===== config.mk =====
export PLATFORM = sky130hd
export DESIGN_NAME = pcrvf_top
export DESIGN_NICKNAME = d
export VERILOG_FILES = /design/src/core/pcrvf_pkg.sv /design/src/core/pcrvf_sync.sv /design/src/core/pcrvf_vco_link.sv /design/src/core/pcrvf_top.sv
export SDC_FILE = /design/constraint.sdc
export NUM_CORES = 1
export LEC_CHECK = 0
export BUFFER_PORTS_ARGS = -buffer_cell sky130_fd_sc_hd__buf_2
export CORE_ASPECT_RATIO = 0.7
export CORE_UTILIZATION = 25
export DETAILED_ROUTE_END_ITERATION = 8
export HOLD_SLACK_MARGIN = 0.1
export PLACE_DENSITY = 0.44
export SLEW_MARGIN = 20
export SYNTH_ARGS = -nofsm -noshare
export SYNTH_HDL_FRONTEND = slang
export SYNTH_SLANG_ARGS = --single-unit

===== constraint.sdc =====
create_clock -name clk -period 2.3 [get_ports clk]
set_clock_uncertainty 0.2 [all_clocks]
set_input_delay 0.46 -clock clk [delete_from_list [all_inputs] [get_ports clk]]
set_output_delay 0.46 -clock clk [all_outputs]
set_load 0.02 [all_outputs]

===== src/core/pcrvf_pkg.sv =====
// Purpose: shared constants of the synthesizer control bank and its vco forwarding link
// Assumes: 24-bit register words, 5-bit register index, 3-bit chip address on the serial port
// Notes: register indexes are the serial-port addresses

package pcrvf_pkg;

  // ===========================================
  // serial port framing
  localparam int FRAME_BITS = 32;
  localparam int DATA_W = 24;
  localparam int ADDR_W = 5;
  localparam int CHIP_W = 3;
  localparam logic [2:0] OWN_CHIP_ADDR = 3'h0;

  // ===========================================
  // register indexes
  localparam logic [4:0] ADDR_ID_READSEL = 5'h00;
  localparam logic [4:0] ADDR_POWER_ENABLE = 5'h01;
  localparam logic [4:0] ADDR_REF_DIVIDE = 5'h02;
  localparam logic [4:0] ADDR_WHOLE_PART = 5'h03;
  localparam logic [4:0] ADDR_REMAINDER = 5'h04;
  localparam logic [4:0] ADDR_VCO_PACKET = 5'h05;

  // ===========================================
  // field layouts
  localparam int READSEL_LSB = 0;
  localparam int READSEL_W = 5;
  localparam int SOFT_RESET_BIT = 5;
  localparam int PIN_SELECT_BIT = 0;
  localparam int SW_ENABLE_BIT = 1;
  localparam int HOLD_LSB = 2;
  localparam int HOLD_W = 6;
  localparam int POWER_CTL_W = 10;
  localparam int REF_DIV_W = 14;
  localparam int WHOLE_W = 19;
  localparam int REMAINDER_W = 24;
  localparam int PACKET_W = 16;
  localparam int SUBSYS_LSB = 0;
  localparam int SUBSYS_W = 3;
  localparam int INDEX_LSB = 3;
  localparam int INDEX_W = 4;
  localparam int PAYLOAD_LSB = 7;
  localparam int PAYLOAD_W = 9;
  localparam int RATE_SEL_W = 2;

  // ===========================================
  // reset values
  localparam logic [9:0] POWER_CTL_RESET = 10'h002;
  localparam logic [13:0] REF_DIV_RESET = 14'h0001;
  localparam logic [13:0] REF_DIV_MIN = 14'h0001;
  localparam logic [18:0] WHOLE_RESET = 19'h00019;
  localparam logic [23:0] REMAINDER_RESET = 24'h000000;
  localparam logic [15:0] PACKET_RESET = 16'h0000;

endpackage


===== src/core/pcrvf_sync.sv =====
// Purpose: two-flop synchroniser for a group of pin inputs
// Assumes: inputs are independent levels
// Notes: only the second stage is visible outside

`timescale 1ns/1ps

module pcrvf_sync #(
  parameter int WIDTH = 5
) (
  input wire logic clk,
  input wire logic nrst,
  input wire logic [WIDTH-1:0] async_in,
  output logic [WIDTH-1:0] sync_out
);

  typedef struct packed {
    logic [WIDTH-1:0] stage1;
    logic [WIDTH-1:0] stage2;
  } pcrvf_sync_state_t;

  pcrvf_sync_state_t st;
  pcrvf_sync_state_t next_st;

  always_comb
  begin
    next_st.stage1 = async_in;
    next_st.stage2 = st.stage1;
  end

  always_ff @(posedge clk or negedge nrst)
  begin
    if (!nrst)
    begin
      st <= '0;
    end
    else
    begin
      st <= next_st;
    end
  end

  assign sync_out = st.stage2;

endmodule


===== src/core/pcrvf_vco_link.sv =====
// Purpose: shifts one 16-bit packet to the vco subsystem over the internal link
// Assumes: clk is the calibration state machine clock, at most 50 MHz
// Notes: link clock half period is 2**rate_sel cycles; data changes on falling link clock

`timescale 1ns/1ps

module pcrvf_vco_link
  import pcrvf_pkg::*;
(
  input wire logic clk,
  input wire logic nrst,
  input wire logic [pcrvf_pkg::RATE_SEL_W-1:0] rate_sel,
  input wire logic start,
  input wire logic [pcrvf_pkg::PACKET_W-1:0] packet,
  output logic busy,
  output logic link_clk,
  output logic link_data,
  output logic link_frame
);

  typedef struct packed {
    logic [2:0] tick_cnt;
    logic [PACKET_W-1:0] shreg;
    logic [4:0] bits_left;
    logic frame;
    logic lclk;
    logic ldat;
  } pcrvf_link_state_t;

  pcrvf_link_state_t st;
  pcrvf_link_state_t next_st;

  function automatic logic [2:0] half_period_last(input logic [RATE_SEL_W-1:0] sel);
    half_period_last = 3'((4'h1 << sel) - 4'h1);
  endfunction

  always_comb
  begin
    next_st = st;
    if (!st.frame)
    begin
      if (start)
      begin
        next_st.frame = 1'b1;
        next_st.lclk = 1'b0;
        next_st.ldat = packet[PACKET_W-1];
        next_st.shreg = {packet[PACKET_W-2:0], 1'b0};
        next_st.bits_left = 5'(PACKET_W);
        next_st.tick_cnt = 3'h0;
      end
    end
    else if (st.tick_cnt == half_period_last(rate_sel))
    begin
      next_st.tick_cnt = 3'h0;
      if (!st.lclk)
      begin
        next_st.lclk = 1'b1;
      end
      else
      begin
        next_st.lclk = 1'b0;
        next_st.bits_left = st.bits_left - 5'h1;
        if (st.bits_left == 5'h1)
        begin
          next_st.frame = 1'b0;
          next_st.ldat = 1'b0;
        end
        else
        begin
          next_st.ldat = st.shreg[PACKET_W-1];
          next_st.shreg = {st.shreg[PACKET_W-2:0], 1'b0};
        end
      end
    end
    else
    begin
      next_st.tick_cnt = st.tick_cnt + 3'h1;
    end
  end

  always_ff @(posedge clk or negedge nrst)
  begin
    if (!nrst)
    begin
      st <= '0;
    end
    else
    begin
      st <= next_st;
    end
  end

  assign busy = st.frame;
  assign link_clk = st.lclk;
  assign link_data = st.ldat;
  assign link_frame = st.frame;

endmodule


===== src/core/pcrvf_top.sv =====
// Purpose: control register bank of a fractional-n synthesizer with vco packet forwarding
// Assumes: open-mode serial port (sclk, sdi, sen) sampled by clk; clk is the calibration fsm clock
// Notes: one pending forward is held while the link is busy
// Notes on behaviour
// vco packet splits into subsystem code 2..0, register index 6..3, payload 15..7.
// host puts subsystem code zero in every packet meant for the vco.
// calibration overwrites only the payload; index must be zero to reach target.
// calibration keeps code and index; host restores index zero after manual access.
// every host write of the indirect register starts a forward transfer; a write replaced by a newer request before the link takes it is never sent.
// host preserves switch bits by rewriting readback bits into packet 15..8 before reset.
// manual reset packet carries tune voltage off bit 7 zero plus select, caps.
// reading address zero returns a fixed 24-bit identification word.
// write bits 4..0 at address zero pick the next readback register.
// bit 5 at address zero resets the serial interface; host writes zero normally.
// host writes zeros to bits 23..6 of address zero.
// enable follows power gate pin when bit 0 set, else software bit 1.
// bits 2..7 each keep one block powered while the synthesizer is disabled.
// reference divide ratio is 14 bits, 1 to 16383, needs reference buffer enable.
// host keeps whole divider part within mode limits; it resets to 25.
// remainder word is a 24-bit fraction, used only in fractional mode.
// packets go out most significant bit first on the internal link.
// internal link runs from the calibration clock at a selectable rate.
// reading the indirect register returns the last forwarded packet.
// a transfer finishes before the next starts; writes delivered whole, in order; code keeps one pending packet that any newer request overwrites.

`timescale 1ns/1ps

module pcrvf_top
  import pcrvf_pkg::*;
#(
  // arbitrary identification value
  parameter logic [23:0] ID_WORD = 24'h5A0C31
) (
  input wire logic clk,
  input wire logic nrst,
  input wire logic sclk,
  input wire logic sdi,
  input wire logic sen,
  input wire logic pin_power_gate,
  input wire logic lock_detect,
  input wire logic fractional_mode,
  input wire logic reference_buffer_enable,
  input wire logic [pcrvf_pkg::RATE_SEL_W-1:0] link_rate_sel,
  input wire logic cal_payload_valid,
  input wire logic [pcrvf_pkg::PAYLOAD_W-1:0] cal_payload,
  output logic lock_or_serial_output,
  output logic synth_enable,
  output logic [pcrvf_pkg::HOLD_W-1:0] block_powered,
  output logic [pcrvf_pkg::REF_DIV_W-1:0] ref_divide_ratio,
  output logic ref_divider_run,
  output logic [pcrvf_pkg::WHOLE_W-1:0] divider_whole_part,
  output logic [pcrvf_pkg::REMAINDER_W-1:0] divider_remainder,
  output logic link_clk,
  output logic link_data,
  output logic link_frame
);

  // ===========================================
  // state
  typedef struct packed {
    logic sclk_d;
    logic sen_d;
    logic [FRAME_BITS-1:0] shift_in;
    logic [5:0] bit_cnt;
    logic [DATA_W-1:0] shift_out;
    logic [READSEL_W-1:0] read_sel;
    logic [POWER_CTL_W-1:0] power_ctl;
    logic [REF_DIV_W-1:0] ref_div;
    logic [WHOLE_W-1:0] whole;
    logic [REMAINDER_W-1:0] remainder;
    logic [PACKET_W-1:0] packet;
    logic [PACKET_W-1:0] last_sent;
    logic pend;
    logic [PACKET_W-1:0] pend_packet;
    logic sdo;
    logic en;
    logic [HOLD_W-1:0] powered;
    logic [REF_DIV_W-1:0] ref_div_out;
    logic ref_run;
    logic [WHOLE_W-1:0] whole_out;
    logic [REMAINDER_W-1:0] remainder_out;
  } pcrvf_top_state_t;

  pcrvf_top_state_t st;
  pcrvf_top_state_t next_st;

  logic [4:0] pins_s;
  logic sclk_s;
  logic sdi_s;
  logic sen_s;
  logic gate_s;
  logic lock_s;
  logic link_busy;
  logic link_start;

  // ===========================================
  // pin synchronisers
  pcrvf_sync #(
    .WIDTH(5)
  ) u_sync (
    .clk(clk),
    .nrst(nrst),
    .async_in({lock_detect, pin_power_gate, ~sen, sdi, sclk}),
    .sync_out(pins_s)
  );

  assign sclk_s = pins_s[0];
  assign sdi_s = pins_s[1];
  // enable travels inverted: cleared flops read as idle high, no false frame after reset
  assign sen_s = ~pins_s[2];
  assign gate_s = pins_s[3];
  assign lock_s = pins_s[4];

  // ===========================================
  // readback mux
  function automatic logic [DATA_W-1:0] read_word(
    input logic [ADDR_W-1:0] addr,
    input pcrvf_top_state_t s
  );
    read_word = '0;
    unique case (addr)
      ADDR_ID_READSEL: read_word = ID_WORD;
      ADDR_POWER_ENABLE: read_word = DATA_W'(s.power_ctl);
      ADDR_REF_DIVIDE: read_word = DATA_W'(s.ref_div);
      ADDR_WHOLE_PART: read_word = DATA_W'(s.whole);
      ADDR_REMAINDER: read_word = s.remainder;
      ADDR_VCO_PACKET: read_word = DATA_W'(s.last_sent);
      default: read_word = '0;
    endcase
  endfunction

  // ===========================================
  // forwarding hand-off
  assign link_start = st.pend & ~link_busy;

  pcrvf_vco_link u_link (
    .clk(clk),
    .nrst(nrst),
    .rate_sel(link_rate_sel),
    .start(link_start),
    .packet(st.pend_packet),
    .busy(link_busy),
    .link_clk(link_clk),
    .link_data(link_data),
    .link_frame(link_frame)
  );

  // ===========================================
  // next state
  logic sclk_rise;
  logic sen_fall;
  logic sen_rise;
  logic [DATA_W-1:0] wr_data;
  logic [ADDR_W-1:0] wr_addr;
  logic [CHIP_W-1:0] wr_chip;
  logic wr_ok;
  logic fwd_req;
  logic [PACKET_W-1:0] fwd_packet;
  logic [REF_DIV_W-1:0] div_req;

  always_comb
  begin
    next_st = st;
    sclk_rise = sclk_s & ~st.sclk_d;
    sen_fall = ~sen_s & st.sen_d;
    sen_rise = sen_s & ~st.sen_d;
    wr_data = st.shift_in[FRAME_BITS-1 -: DATA_W];
    wr_addr = st.shift_in[CHIP_W +: ADDR_W];
    wr_chip = st.shift_in[CHIP_W-1:0];
    wr_ok = sen_rise && (st.bit_cnt == 6'(FRAME_BITS)) && (wr_chip == OWN_CHIP_ADDR);
    fwd_req = 1'b0;
    fwd_packet = st.packet;
    div_req = wr_data[REF_DIV_W-1:0];

    next_st.sclk_d = sclk_s;
    next_st.sen_d = sen_s;

    // serial shifting while the enable is low
    if (sen_fall)
    begin
      next_st.bit_cnt = 6'h00;
      next_st.shift_out = read_word(st.read_sel, st);
    end
    else if (!sen_s && sclk_rise)
    begin
      next_st.shift_in = {st.shift_in[FRAME_BITS-2:0], sdi_s};
      if (st.bit_cnt != 6'h3F)
      begin
        next_st.bit_cnt = st.bit_cnt + 6'h01;
      end
      next_st.shift_out = {st.shift_out[DATA_W-2:0], 1'b0};
    end

    // calibration writes the payload only
    if (cal_payload_valid)
    begin
      fwd_packet[PAYLOAD_LSB +: PAYLOAD_W] = cal_payload;
      fwd_req = 1'b1;
    end

    // register writes on the enable rising edge
    if (wr_ok)
    begin
      unique case (wr_addr)
        ADDR_ID_READSEL:
        begin
          if (wr_data[SOFT_RESET_BIT])
          begin
            next_st.read_sel = '0;
            next_st.shift_in = '0;
            next_st.shift_out = '0;
            next_st.bit_cnt = 6'h00;
          end
          else
          begin
            next_st.read_sel = wr_data[READSEL_LSB +: READSEL_W];
          end
        end
        ADDR_POWER_ENABLE: next_st.power_ctl = wr_data[POWER_CTL_W-1:0];
        ADDR_REF_DIVIDE: next_st.ref_div = (div_req < REF_DIV_MIN) ? REF_DIV_MIN : div_req;
        ADDR_WHOLE_PART: next_st.whole = wr_data[WHOLE_W-1:0];
        ADDR_REMAINDER: next_st.remainder = wr_data[REMAINDER_W-1:0];
        ADDR_VCO_PACKET:
        begin
          fwd_packet = wr_data[PACKET_W-1:0];
          fwd_req = 1'b1;
        end
        default:
        begin
          next_st.read_sel = st.read_sel;
        end
      endcase
    end

    // forward queue of one; link start drains it
    next_st.packet = fwd_packet;
    if (link_start)
    begin
      next_st.pend = 1'b0;
      next_st.last_sent = st.pend_packet;
    end
    if (fwd_req)
    begin
      next_st.pend = 1'b1;
      next_st.pend_packet = fwd_packet;
    end

    // serial output: data during a frame, lock detect otherwise
    next_st.sdo = sen_s ? lock_s : next_st.shift_out[DATA_W-1];

    // power control
    next_st.en = st.power_ctl[PIN_SELECT_BIT] ? gate_s : st.power_ctl[SW_ENABLE_BIT];
    for (int i = 0; i < HOLD_W; i++)
    begin
      next_st.powered[i] = next_st.en | st.power_ctl[HOLD_LSB + i];
    end

    // divider words
    next_st.ref_div_out = st.ref_div;
    next_st.ref_run = reference_buffer_enable;
    next_st.whole_out = st.whole;
    next_st.remainder_out = fractional_mode ? st.remainder : REMAINDER_RESET;
  end

  always_ff @(posedge clk or negedge nrst)
  begin
    if (!nrst)
    begin
      st <= '0;
      st.sclk_d <= 1'b0;
      st.sen_d <= 1'b1;
      st.power_ctl <= POWER_CTL_RESET;
      st.ref_div <= REF_DIV_RESET;
      st.ref_div_out <= REF_DIV_RESET;
      st.whole <= WHOLE_RESET;
      st.whole_out <= WHOLE_RESET;
      st.remainder <= REMAINDER_RESET;
      st.packet <= PACKET_RESET;
      st.last_sent <= PACKET_RESET;
      st.en <= 1'b1;
      st.powered <= '1;
    end
    else
    begin
      st <= next_st;
    end
  end

  // ===========================================
  // outputs
  assign lock_or_serial_output = st.sdo;
  assign synth_enable = st.en;
  assign block_powered = st.powered;
  assign ref_divide_ratio = st.ref_div_out;
  assign ref_divider_run = st.ref_run;
  assign divider_whole_part = st.whole_out;
  assign divider_remainder = st.remainder_out;

endmodule


==> results.yml, run 1 <==
clock_network:
  root_buffer: "clkbuf_16"
  cts_max_level: 1
  cts_buffers: 30
  clock_sinks: 278
  cts.path.max_buffers: 3
  clock_latency_ps: 570
  clk_pin_slew_worst_paths_ps: 60
  cts_tree: "built"
routing:
  drt_iter0_markers: 538
  dr_total_vias: 7603
  wl_per_cell_um: 18.85
  wl_um: 31800
  route.detailed.drc: 0
  avgViaCountPerCell: 4.507
  ant_nets: 0
  drtPass1Iterations: 6
worst_hold_path:
  hp-class: "input port to flop"
  min-delay-start: "cal_payload_valid"
power:
  combPwrFrac_pct: 9.8
  switching_share_pct: 25.11
  seq_power_share_pct: 46.6
  p_sw_uw: 2933
  clockPowerShare_pct: 43.6
  peakVddDrop_v: 0.0004686
  leakagePower_uw: 0.006991
  intPower_uw: 8747
  power.density_nw_per_um2: 815.9
worst_setup_path:
  worstSetupStartpointType: "flop"
  worst_ep_required_time_ps: 2550
  cp-end-kind: "flop"
  startpoint: "st[211]"
  crit_fanout: 8
  worstSetupPathType: "flop to flop"
  cp.arrival_ps: 2670
  reg2reg_from: "st[211]"
placed_design:
  hpwl_um: 21720
  place_ws_ps: -19.93
  gp_congestion: 0.7744
  dp.cells: 1603
  portBuffers: 89
yosys:
  yosys_most_used_dff: "dfrtp_1"
  synth_common_cells: "dfrtp_1, nand2_1, buf_4, a21oi_1"
  syn_inst: 965
  syn-num-nets: 991
  synth_warnings: 0
  synth.distinct_cells: 67
  ys_seq_elements: 278
  synth_area_leaders: "dfrtp_1, buf_4, dfstp_2, nand2_1, mux2_1"
  synth-edff-count: 0
  syn_avg_cell_area_um2: 12.11
  ys_seq_area_share_pct: 59.70
  yosysMostFrequentCell: "dfrtp_1"
  async_flop_share_pct: 100.0
  synth_area_um2: 11690
  synth_top_area_cell: "dfrtp_1"
  synth_top_area_share_pct: 55.88
sta:
  finalWorstSetupSlack_ps: -118.1
  finalHoldViolations: 0
  min_period_over_period_pct: 105.1
  min_period_ps: 2418
  fin_hold_ws_ps: 119.1
  setup_violations: 30
  fmax_mhz: 413.5
  drv_slew: 0
  relSlewSlack_pct: 45.82
  worst_slew_pin_slew_ps: 812.7
  rsz0062_at_grt: "true"
  setup_tns_ps: -2187
run:
  drv_cap: 0
floorplan:
  core_um2: 45540
  die_h_um: 182.9
  start_util_pct: 25.66
  fp.dieW_um: 260.4
  num_rows: 65
  io_pins: 90
  die_area_um2: 47630
global_routing:
  grt-ovfl-total: 0
  grt_max_degree: 57
  grt_pass1_wl_um: 49340
  grt_pass1_vias: 7683
  grt_usage_pct: 13.55
  grt_antenna_before_repair: 0
final_layout:
  fillCellCount: 4607
  final_layout_size_suffix_gt1_share_pct: 29.43
  fin_util_pct: 31.43
  stdcell_count: 1687
  syn2layout_area_growth_pct: 22.48
  layout.nets: 1086
  antenna_cells: 0
run_status:
  status: "complete, but fails checks"
  failed_checks: "negative setup slack"
-- layer usage --
layer	wire length (um)	up-vias	global-route usage, %	part of all wire [%]
li1	-	3522	-	-
met1	16800	3909	21.58	53
met2	13190	130	18.69	41
met3	1252	42	2.488	3.9
met4	554	0	2.643	1.7
met5	0	-	0	0
-- cells by family (layout without fill, tap and decap cells) --
group                    after synthesis  in the layout  share of synthesized area (%)
buffers and inverters                124            243                          6.541
AO/OA/AOI/OAI                        188            188                          10.74
flip-flops                           278            278                          59.70
AND/OR/NAND/NOR                      261            261                          11.73
XOR/XNOR                               5              5                         0.3748
adder cells (fa/ha/maj)                5              5                         0.5353
multiplexers                         104            104                          10.37
-- timing repair --
action,in CTS,in global routing
pin swaps,0,4
hold buffers,17,0
hold endpoints to repair,277,0
cloned,1,1
buffers inserted,2,8
gates resized for setup,9,41
setup endpoints to repair,30,80
-- area by class of cell --
| cell class | instances | area [um^2] | share of cell area [%] |
|---|---|---|---|
| Clock buffer | 45 | 938.4 | 6.555 |
| Clock inverter | 11 | 120.1 | 0.8391 |
| Inverter | 10 | 37.54 | 0.2622 |
| Multi-Input combinational cell | 563 | 4109 | 28.70 |
| Sequential cell | 278 | 6978 | 48.75 |
| Tap cell | 603 | 754.5 | 5.271 |
| Timing Repair Buffer | 177 | 1378 | 9.623 |
-- power by group through the flow --
stage	Sequential [uW]	Combinational, uW	Clock [uW]
CTS	5440	1150	5270
floorplan	5450	724	0
detailed placement	5520	1120	0
finish	5440	1140	5090
global route	5470	1300	5460
global placement	5520	1090	0
-- registers in the layout (all words and copies together) (netlist names) --
name / count
u_link.link_data: 1
divider_whole_part: 19
div_req: 14
u_sync.sync_out: 5
synth_enable: 1
st: 129
block_powered: 6
lock_or_serial_output: 1
u_link.link_clk: 1
u_sync.next_st: 5
divider_remainder: 24
u_link.busy: 1
next_st: 33
ref_divide_ratio: 14
u_link.st: 23
ref_divider_run: 1
-- critical path, stage by stage, from the launching register on --
cell,delay [ps]
dfrtp_1,400
inv_2,80
ha_4,120
nor4b_4,200
buf_4,170
nand4_1,110
buf_4,180
nor3b_4,200
buf_6,160
buf_12,150
mux2_2,330
-- cell usage in the layout (no fill, tap or decap), types with 10 or more instances in the layout --
master | synthesis | layout
a21o_1 | 21 | 21
a21oi_1 | 45 | 45
a221o_1 | 14 | 14
a22oi_1 | 21 | 21
and2_1 | 41 | 41
buf_12 | 0 | 14
buf_2 | 11 | 88
buf_4 | 69 | 49
clkbuf_16 | 0 | 32
clkbuf_8 | 0 | 11
dfrtp_1 | 261 | 261
dfstp_2 | 17 | 17
dlygate4sd3_1 | 0 | 17
mux2_1 | 33 | 10
mux2_2 | 24 | 17
mux2_4 | 20 | 50
mux2i_1 | 27 | 27
nand2_1 | 108 | 107
nand2b_1 | 14 | 14
nor2_1 | 40 | 38
o21ai_0 | 41 | 39
-- path summary, 6_finish.rpt --
path                       depth (start not counted)  slack [ps]                  to
setup / recovery                                  10        -120         next_st[42]
hold / removal                                     5         120              st[76]
setup reg to reg                                  10        -120         next_st[42]
hold reg to reg                                    0         150  u_sync.sync_out[3]
max in group asynchronous                          3         990             st[173]
min in group asynchronous                          2         200             st[137]
-- stage by stage --
| step | power [uW] | cell area (um^2) |
|---|---|---|
| floorplan | 6175 | 11690 |
| global placement | 6614 | 12800 |
| detailed placement | 6642 | 12800 |
| CTS | 11850 | 14110 |
| global route | 12230 | 14320 |
| finish | 11680 | 14320 |
Power figures use the tool's default switching activity.
==> run 2: changes to the inputs <==
Settings changed: SKIP_LAST_GASP set to 1.
==> run 2 against run 1 <==
- the run still ends with negative setup slack left
- critical path type unchanged
- clock power is essentially flat
- fmax up 0.51%
- sequential share of layout area up 0.21 points
- count of clock-buffer cells in the layout unchanged
- cell count stayed put
- total power about the same
- sequential power about the same
- largest cell class unchanged
- via count fell by 0.24%
- design area fell by 0.42%
- highest routed layer unchanged
==> results.yml, run 2 (same netlist as run 1, synthesis figures left out) <==
global_routing:
  grt_max_degree: 57
  grt-ovfl-total: 0
  grt_usage_pct: 13.52
  grt_pass1_wl_um: 49220
  grt_antenna_before_repair: 0
  grt_pass1_vias: 7669
clock_network:
  clock_latency_ps: 570
  root_buffer: "clkbuf_16"
  cts_tree: "built"
  cts.path.max_buffers: 3
  cts_max_level: 1
  cts_buffers: 30
  clock_sinks: 278
  clk_pin_slew_worst_paths_ps: 70
placed_design:
  portBuffers: 89
  place_ws_ps: -19.93
  hpwl_um: 21720
  gp_congestion: 0.7744
final_layout:
  fillCellCount: 4619
  largest_reg_flops: 129
  final_common_cell: "dfrtp_1"
  syn2layout_area_growth_pct: 21.97
  regArea_um2: 6978
  final_cell_mix: "dfrtp_1, nand2_1, buf_2"
  final_layout_size_suffix_gt1_share_pct: 28.51
  antenna_cells: 0
  regMostFlops: "st"
  layout.nets: 1086
  multi_input_area_um2: 4056
routing:
  drtPass1Iterations: 5
  dr_total_vias: 7585
  route.detailed.drc: 0
  avgViaCountPerCell: 4.496
  wl_um: 31790
  wl_per_cell_um: 18.85
  ant_nets: 0
  drt_iter0_markers: 533
worst_setup_path:
  worstSetupPathType: "flop to flop"
  crit_fanout: 8
  worst_ep_required_time_ps: 2550
  worstSetupStartpointType: "flop"
  r2r_slack_ps: -110
  r2r-end: "next_st[33]"
  cp-end-kind: "flop"
  cp.arrival_ps: 2650
  rr_worst_depth: 10
  crit_end: "next_st[33]"
  reg2reg_from: "st[212]"
  startpoint: "st[212]"
floorplan:
  io_pins: 90
  die_area_um2: 47630
  fp.dieW_um: 260.4
  start_util_pct: 25.66
  core_um2: 45540
  num_rows: 65
  die_h_um: 182.9
run:
  drv_cap: 0
sta:
  worst_slew_pin_slew_ps: 815.5
  finalHoldViolations: 0
  setup_violations: 33
  min_period_over_period_pct: 104.6
  rsz0062_at_grt: "true"
  finalWorstSetupSlack_ps: -105.9
  fmax_mhz: 415.6
  min_period_ps: 2406
  relSlewSlack_pct: 45.64
  drv_slew: 0
  fin_hold_ws_ps: 121.7
worst_hold_path:
  hp-class: "input port to flop"
  min-delay-start: "cal_payload_valid"
power:
  seq_power_share_pct: 46.6
  power.density_nw_per_um2: 819.0
  leakagePower_uw: 0.006966
  intPower_uw: 8747
  switching_share_pct: 25.08
  p_sw_uw: 2928
  peakVddDrop_v: 0.0004678
  combPwrFrac_pct: 9.8
  clockPowerShare_pct: 43.5
run_status:
  failed_checks: "negative setup slack"
  status: "complete, but fails checks"
-- run 2: cell counts in the layout (fill, tap and decap cells not counted) --
Identical to the previous run, type by type.
-- run 2: worst min path at each step --
stage	endpoint	slack, ps	cells past startpoint
2_1_floorplan	div_req[0]	-40	0
4_1_cts	st[76]	110	5
3_3_place_gp	u_sync.sync_out[3]	130	0
6_report	st[76]	120	5
3_5_place_dp	u_sync.sync_out[3]	130	0
5_1_grt	u_sync.sync_out[1]	150	0
-- run 2: what timing repair did --
item                       CTS  global route
buffers inserted             2             8
cloned                       1             1
gates resized for setup      2            32
pin swaps                    0             2
hold buffers                17             0
setup endpoints to repair   30            80
hold endpoints to repair   277             0
-- run 2: area by class of cell --
| class | count | area share (%) |
|---|---|---|
| sequential | 278 | 48.95 |
| clock inverter | 11 | 0.8426 |
| tap | 603 | 5.293 |
| clock buffer | 45 | 6.583 |
| timing repair buffer | 177 | 9.611 |
| multi-input combinational | 563 | 28.46 |
| inverter | 10 | 0.2633 |
-- run 2: power groups by stage --
stage	Combinational, uW	Clock (uW)	Sequential, uW
6_report	1150	5080	5440
5_1_grt	1300	5460	5470
4_1_cts	1150	5270	5440
3_5_place_dp	1120	0	5520
3_3_place_gp	1090	0	5520
2_1_floorplan	724	0	5450
-- run 2: critical path: stages (launching register included) --
cell and delay [ps]:
dfrtp_1 390, inv_2 80, ha_4 110, nor4b_4 200
buf_4 170, nand4_1 110, buf_4 180, nor3b_4 180
buf_6 160, clkbuf_16 170, mux2_1 310
-- run 2: through the flow --
stage / TNS (ps) / std cells / total power [uW] / utilization [%] / instance area (um^2)
6_report: -1978 / 1687 / 11670 / 31.30 / 14250
3_5_place_dp: -80.99 / 1603 / 6642 / 28.11 / 12800
4_1_cts: -818.0 / 1679 / 11850 / 30.92 / 14080
3_3_place_gp: 0 / 1603 / 6614 / 28.11 / 12800
2_1_floorplan: 0 / 965 / 6175 / - / 11690
5_1_grt: -7480 / 1687 / 12230 / 31.30 / 14250
-- run 2: per-layer routing --
layer / up-vias / track usage, % / wire (um)
met3: 38 / 2.488 / 1209
met2: 125 / 18.61 / 13160
li1: 3523 / - / -
met5: - / 0 / 0
met1: 3899 / 21.57 / 16890
met4: 0 / 2.643 / 529
==> run 3: changes to the inputs <==
Settings changed: CORE_UTILIZATION 25 to 46, PLACE_DENSITY 0.44 to 0.69.
==> run 3 against run 2 <==
- fmax grew 10%
- count of clock-buffer cells in the layout down 5
- critical endpoint is now st[209]
- global-route usage grew 6.8 points
- largest cell class unchanged
- the run ends with design-rule violations left
- design area is 6.0% lower
- worst hold slack improved by 15 ps
- core utilization grew 23 points
- largest power group unchanged
- die area down 45%
==> results.yml, run 3 (same netlist as run 1, synthesis figures left out) <==
run_status:
  status: "complete, but fails checks"
  failed_checks: "design-rule violations"
power:
  peakVddDrop_v: 0.0005652
  finalPower_uw: 11170
  leakagePower_uw: 0.006755
  power.density_nw_per_um2: 833.0
clock_network:
  cts_max_level: 1
  cts_tree: "built"
  root_buffer: "clkbuf_16"
  clk_pin_slew_worst_paths_ps: 70
  clock_sinks: 278
  clock_latency_ps: 540
  cts.path.max_buffers: 3
  cts_buffers: 27
global_routing:
  grt_pass1_vias: 7270
  grt_antenna_before_repair: 0
  grt_usage_pct: 20.35
  grt-ovfl-total: 0
  grt_pass1_wl_um: 41300
  grt_max_degree: 58
routing:
  dr_total_vias: 7600
  wl_um: 25780
  ant_nets: 0
  route.detailed.drc: 22
  drtPass1Iterations: 9
  wl_per_cell_um: 18.67
  drt_iter0_markers: 683
  avgViaCountPerCell: 5.503
floorplan:
  die_area_um2: 26060
  fp.dieW_um: 192.5
  num_rows: 48
  die_h_um: 135.4
  io_pins: 90
  start_util_pct: 47.12
  core_um2: 24800
final_layout:
  final_layout_size_suffix_gt1_share_pct: 24.62
  fillCellCount: 2030
  antenna_cells: 0
  final_cell_mix: "dfrtp_1, nand2_1, buf_2"
  final_common_cell: "dfrtp_1"
  largest_reg_flops: 129
  regMostFlops: "st"
  syn2layout_area_growth_pct: 14.71
  layout.nets: 1061
placed_design:
  portBuffers: 89
  gp_congestion: 0.8442
  place_ws_ps: 31.19
  hpwl_um: 17640
sta:
  min_period_ps: 2188
  finalWorstSetupSlack_ps: 112.3
  setup_violations: 0
  min_period_over_period_pct: 95.12
  drv_slew: 0
  finalHoldViolations: 0
  worst_slew_pin_slew_ps: 805.6
  fmax_mhz: 457.1
  setup_tns_ps: 0
  rsz0062_at_grt: "false"
  relSlewSlack_pct: 46.29
worst_setup_path:
  crit_end: "st[209]"
  r2r_slack_ps: 110
  worstSetupPathType: "flop to flop"
  rr_worst_depth: 6
  startpoint: "st[184]"
  crit_fanout: 8
  worstSetupStartpointType: "flop"
  cp.arrival_ps: 2450
  path_cells: "or3_1 -> nor3_1 -> buf_4 -> a21oi_1 -> o221a_1 -> nor2_1"
  reg2reg_from: "st[184]"
  r2r-end: "st[209]"
  critPathSlowestCell: "or3_1"
  worst_ep_required_time_ps: 2570
  slowest_delay_ps: 480
  cp-end-kind: "flop"
worst_hold_path:
  holdPathStages: 5
  hp-class: "input port to flop"
run:
  drv_cap: 0
## run 3: worst max-delay path, delay by kind of cell (launching register included)
family | cells | cell delay (ps)
AOI/OAI and AO/OA | 2 | 290
buffers and inverters | 1 | 220
DFF | 1 | 450
and+or+nand+nor | 3 | 950
## run 3: through the flow
stage / cell area, um^2 / hold WS, ps / util [%] / std cells
after floorplan: 11690 / -35.59 / - / 965
after global placement: 12300 / 135.3 / 49.60 / 1315
after detailed placement: 12300 / 134.7 / 49.60 / 1315
after CTS: 13400 / 120.9 / 54.02 / 1381
after global routing: 13410 / 151.0 / 54.05 / 1381
final: 13410 / 136.3 / 54.05 / 1381
## run 3: metal layers
metal / part of all wire [%] / global-route usage, %
met5: 0 / 0
met4: 1.6 / 3.981
met3: 7.1 / 3.263
met2: 42 / 28.92
met1: 49 / 32.53
## run 3: area by class of cell
cell class	instances	area (um^2)	share of cell area [%]
sequential	278	6978	52.05
tap	325	406.6	3.033
clock buffer	40	794.5	5.926
clock inverter	10	140.1	1.045
timing repair buffer	155	1091	8.138
multi-input combinational	563	3959	29.53
inverter	10	37.54	0.2800
## run 3: power breakdown
part	switching, uW	leakage (uW)	internal [uW]
sequential	306	0.00371	5180
clock	1870	0.000450	2730
combinational	577	0.00260	505
## run 3: how the worst min path moves through the flow
stage,endpoint,from
detailed placement,u_sync.sync_out[1],u_sync.next_st[1]
global route,u_sync.sync_out[2],u_sync.next_st[2]
CTS,st[79],cal_payload[6]
floorplan,div_req[0],nrst
finish,st[79],cal_payload[6]
global placement,u_sync.sync_out[1],u_sync.next_st[1]
## run 3: repair_timing
action | CTS | global route
setup buffers | 0 | 0
resized for setup | 0 | 1
endpoints found under the hold margin | 155 | 0
setup endpoints to repair | 0 | 68
hold buffers | 16 | 0
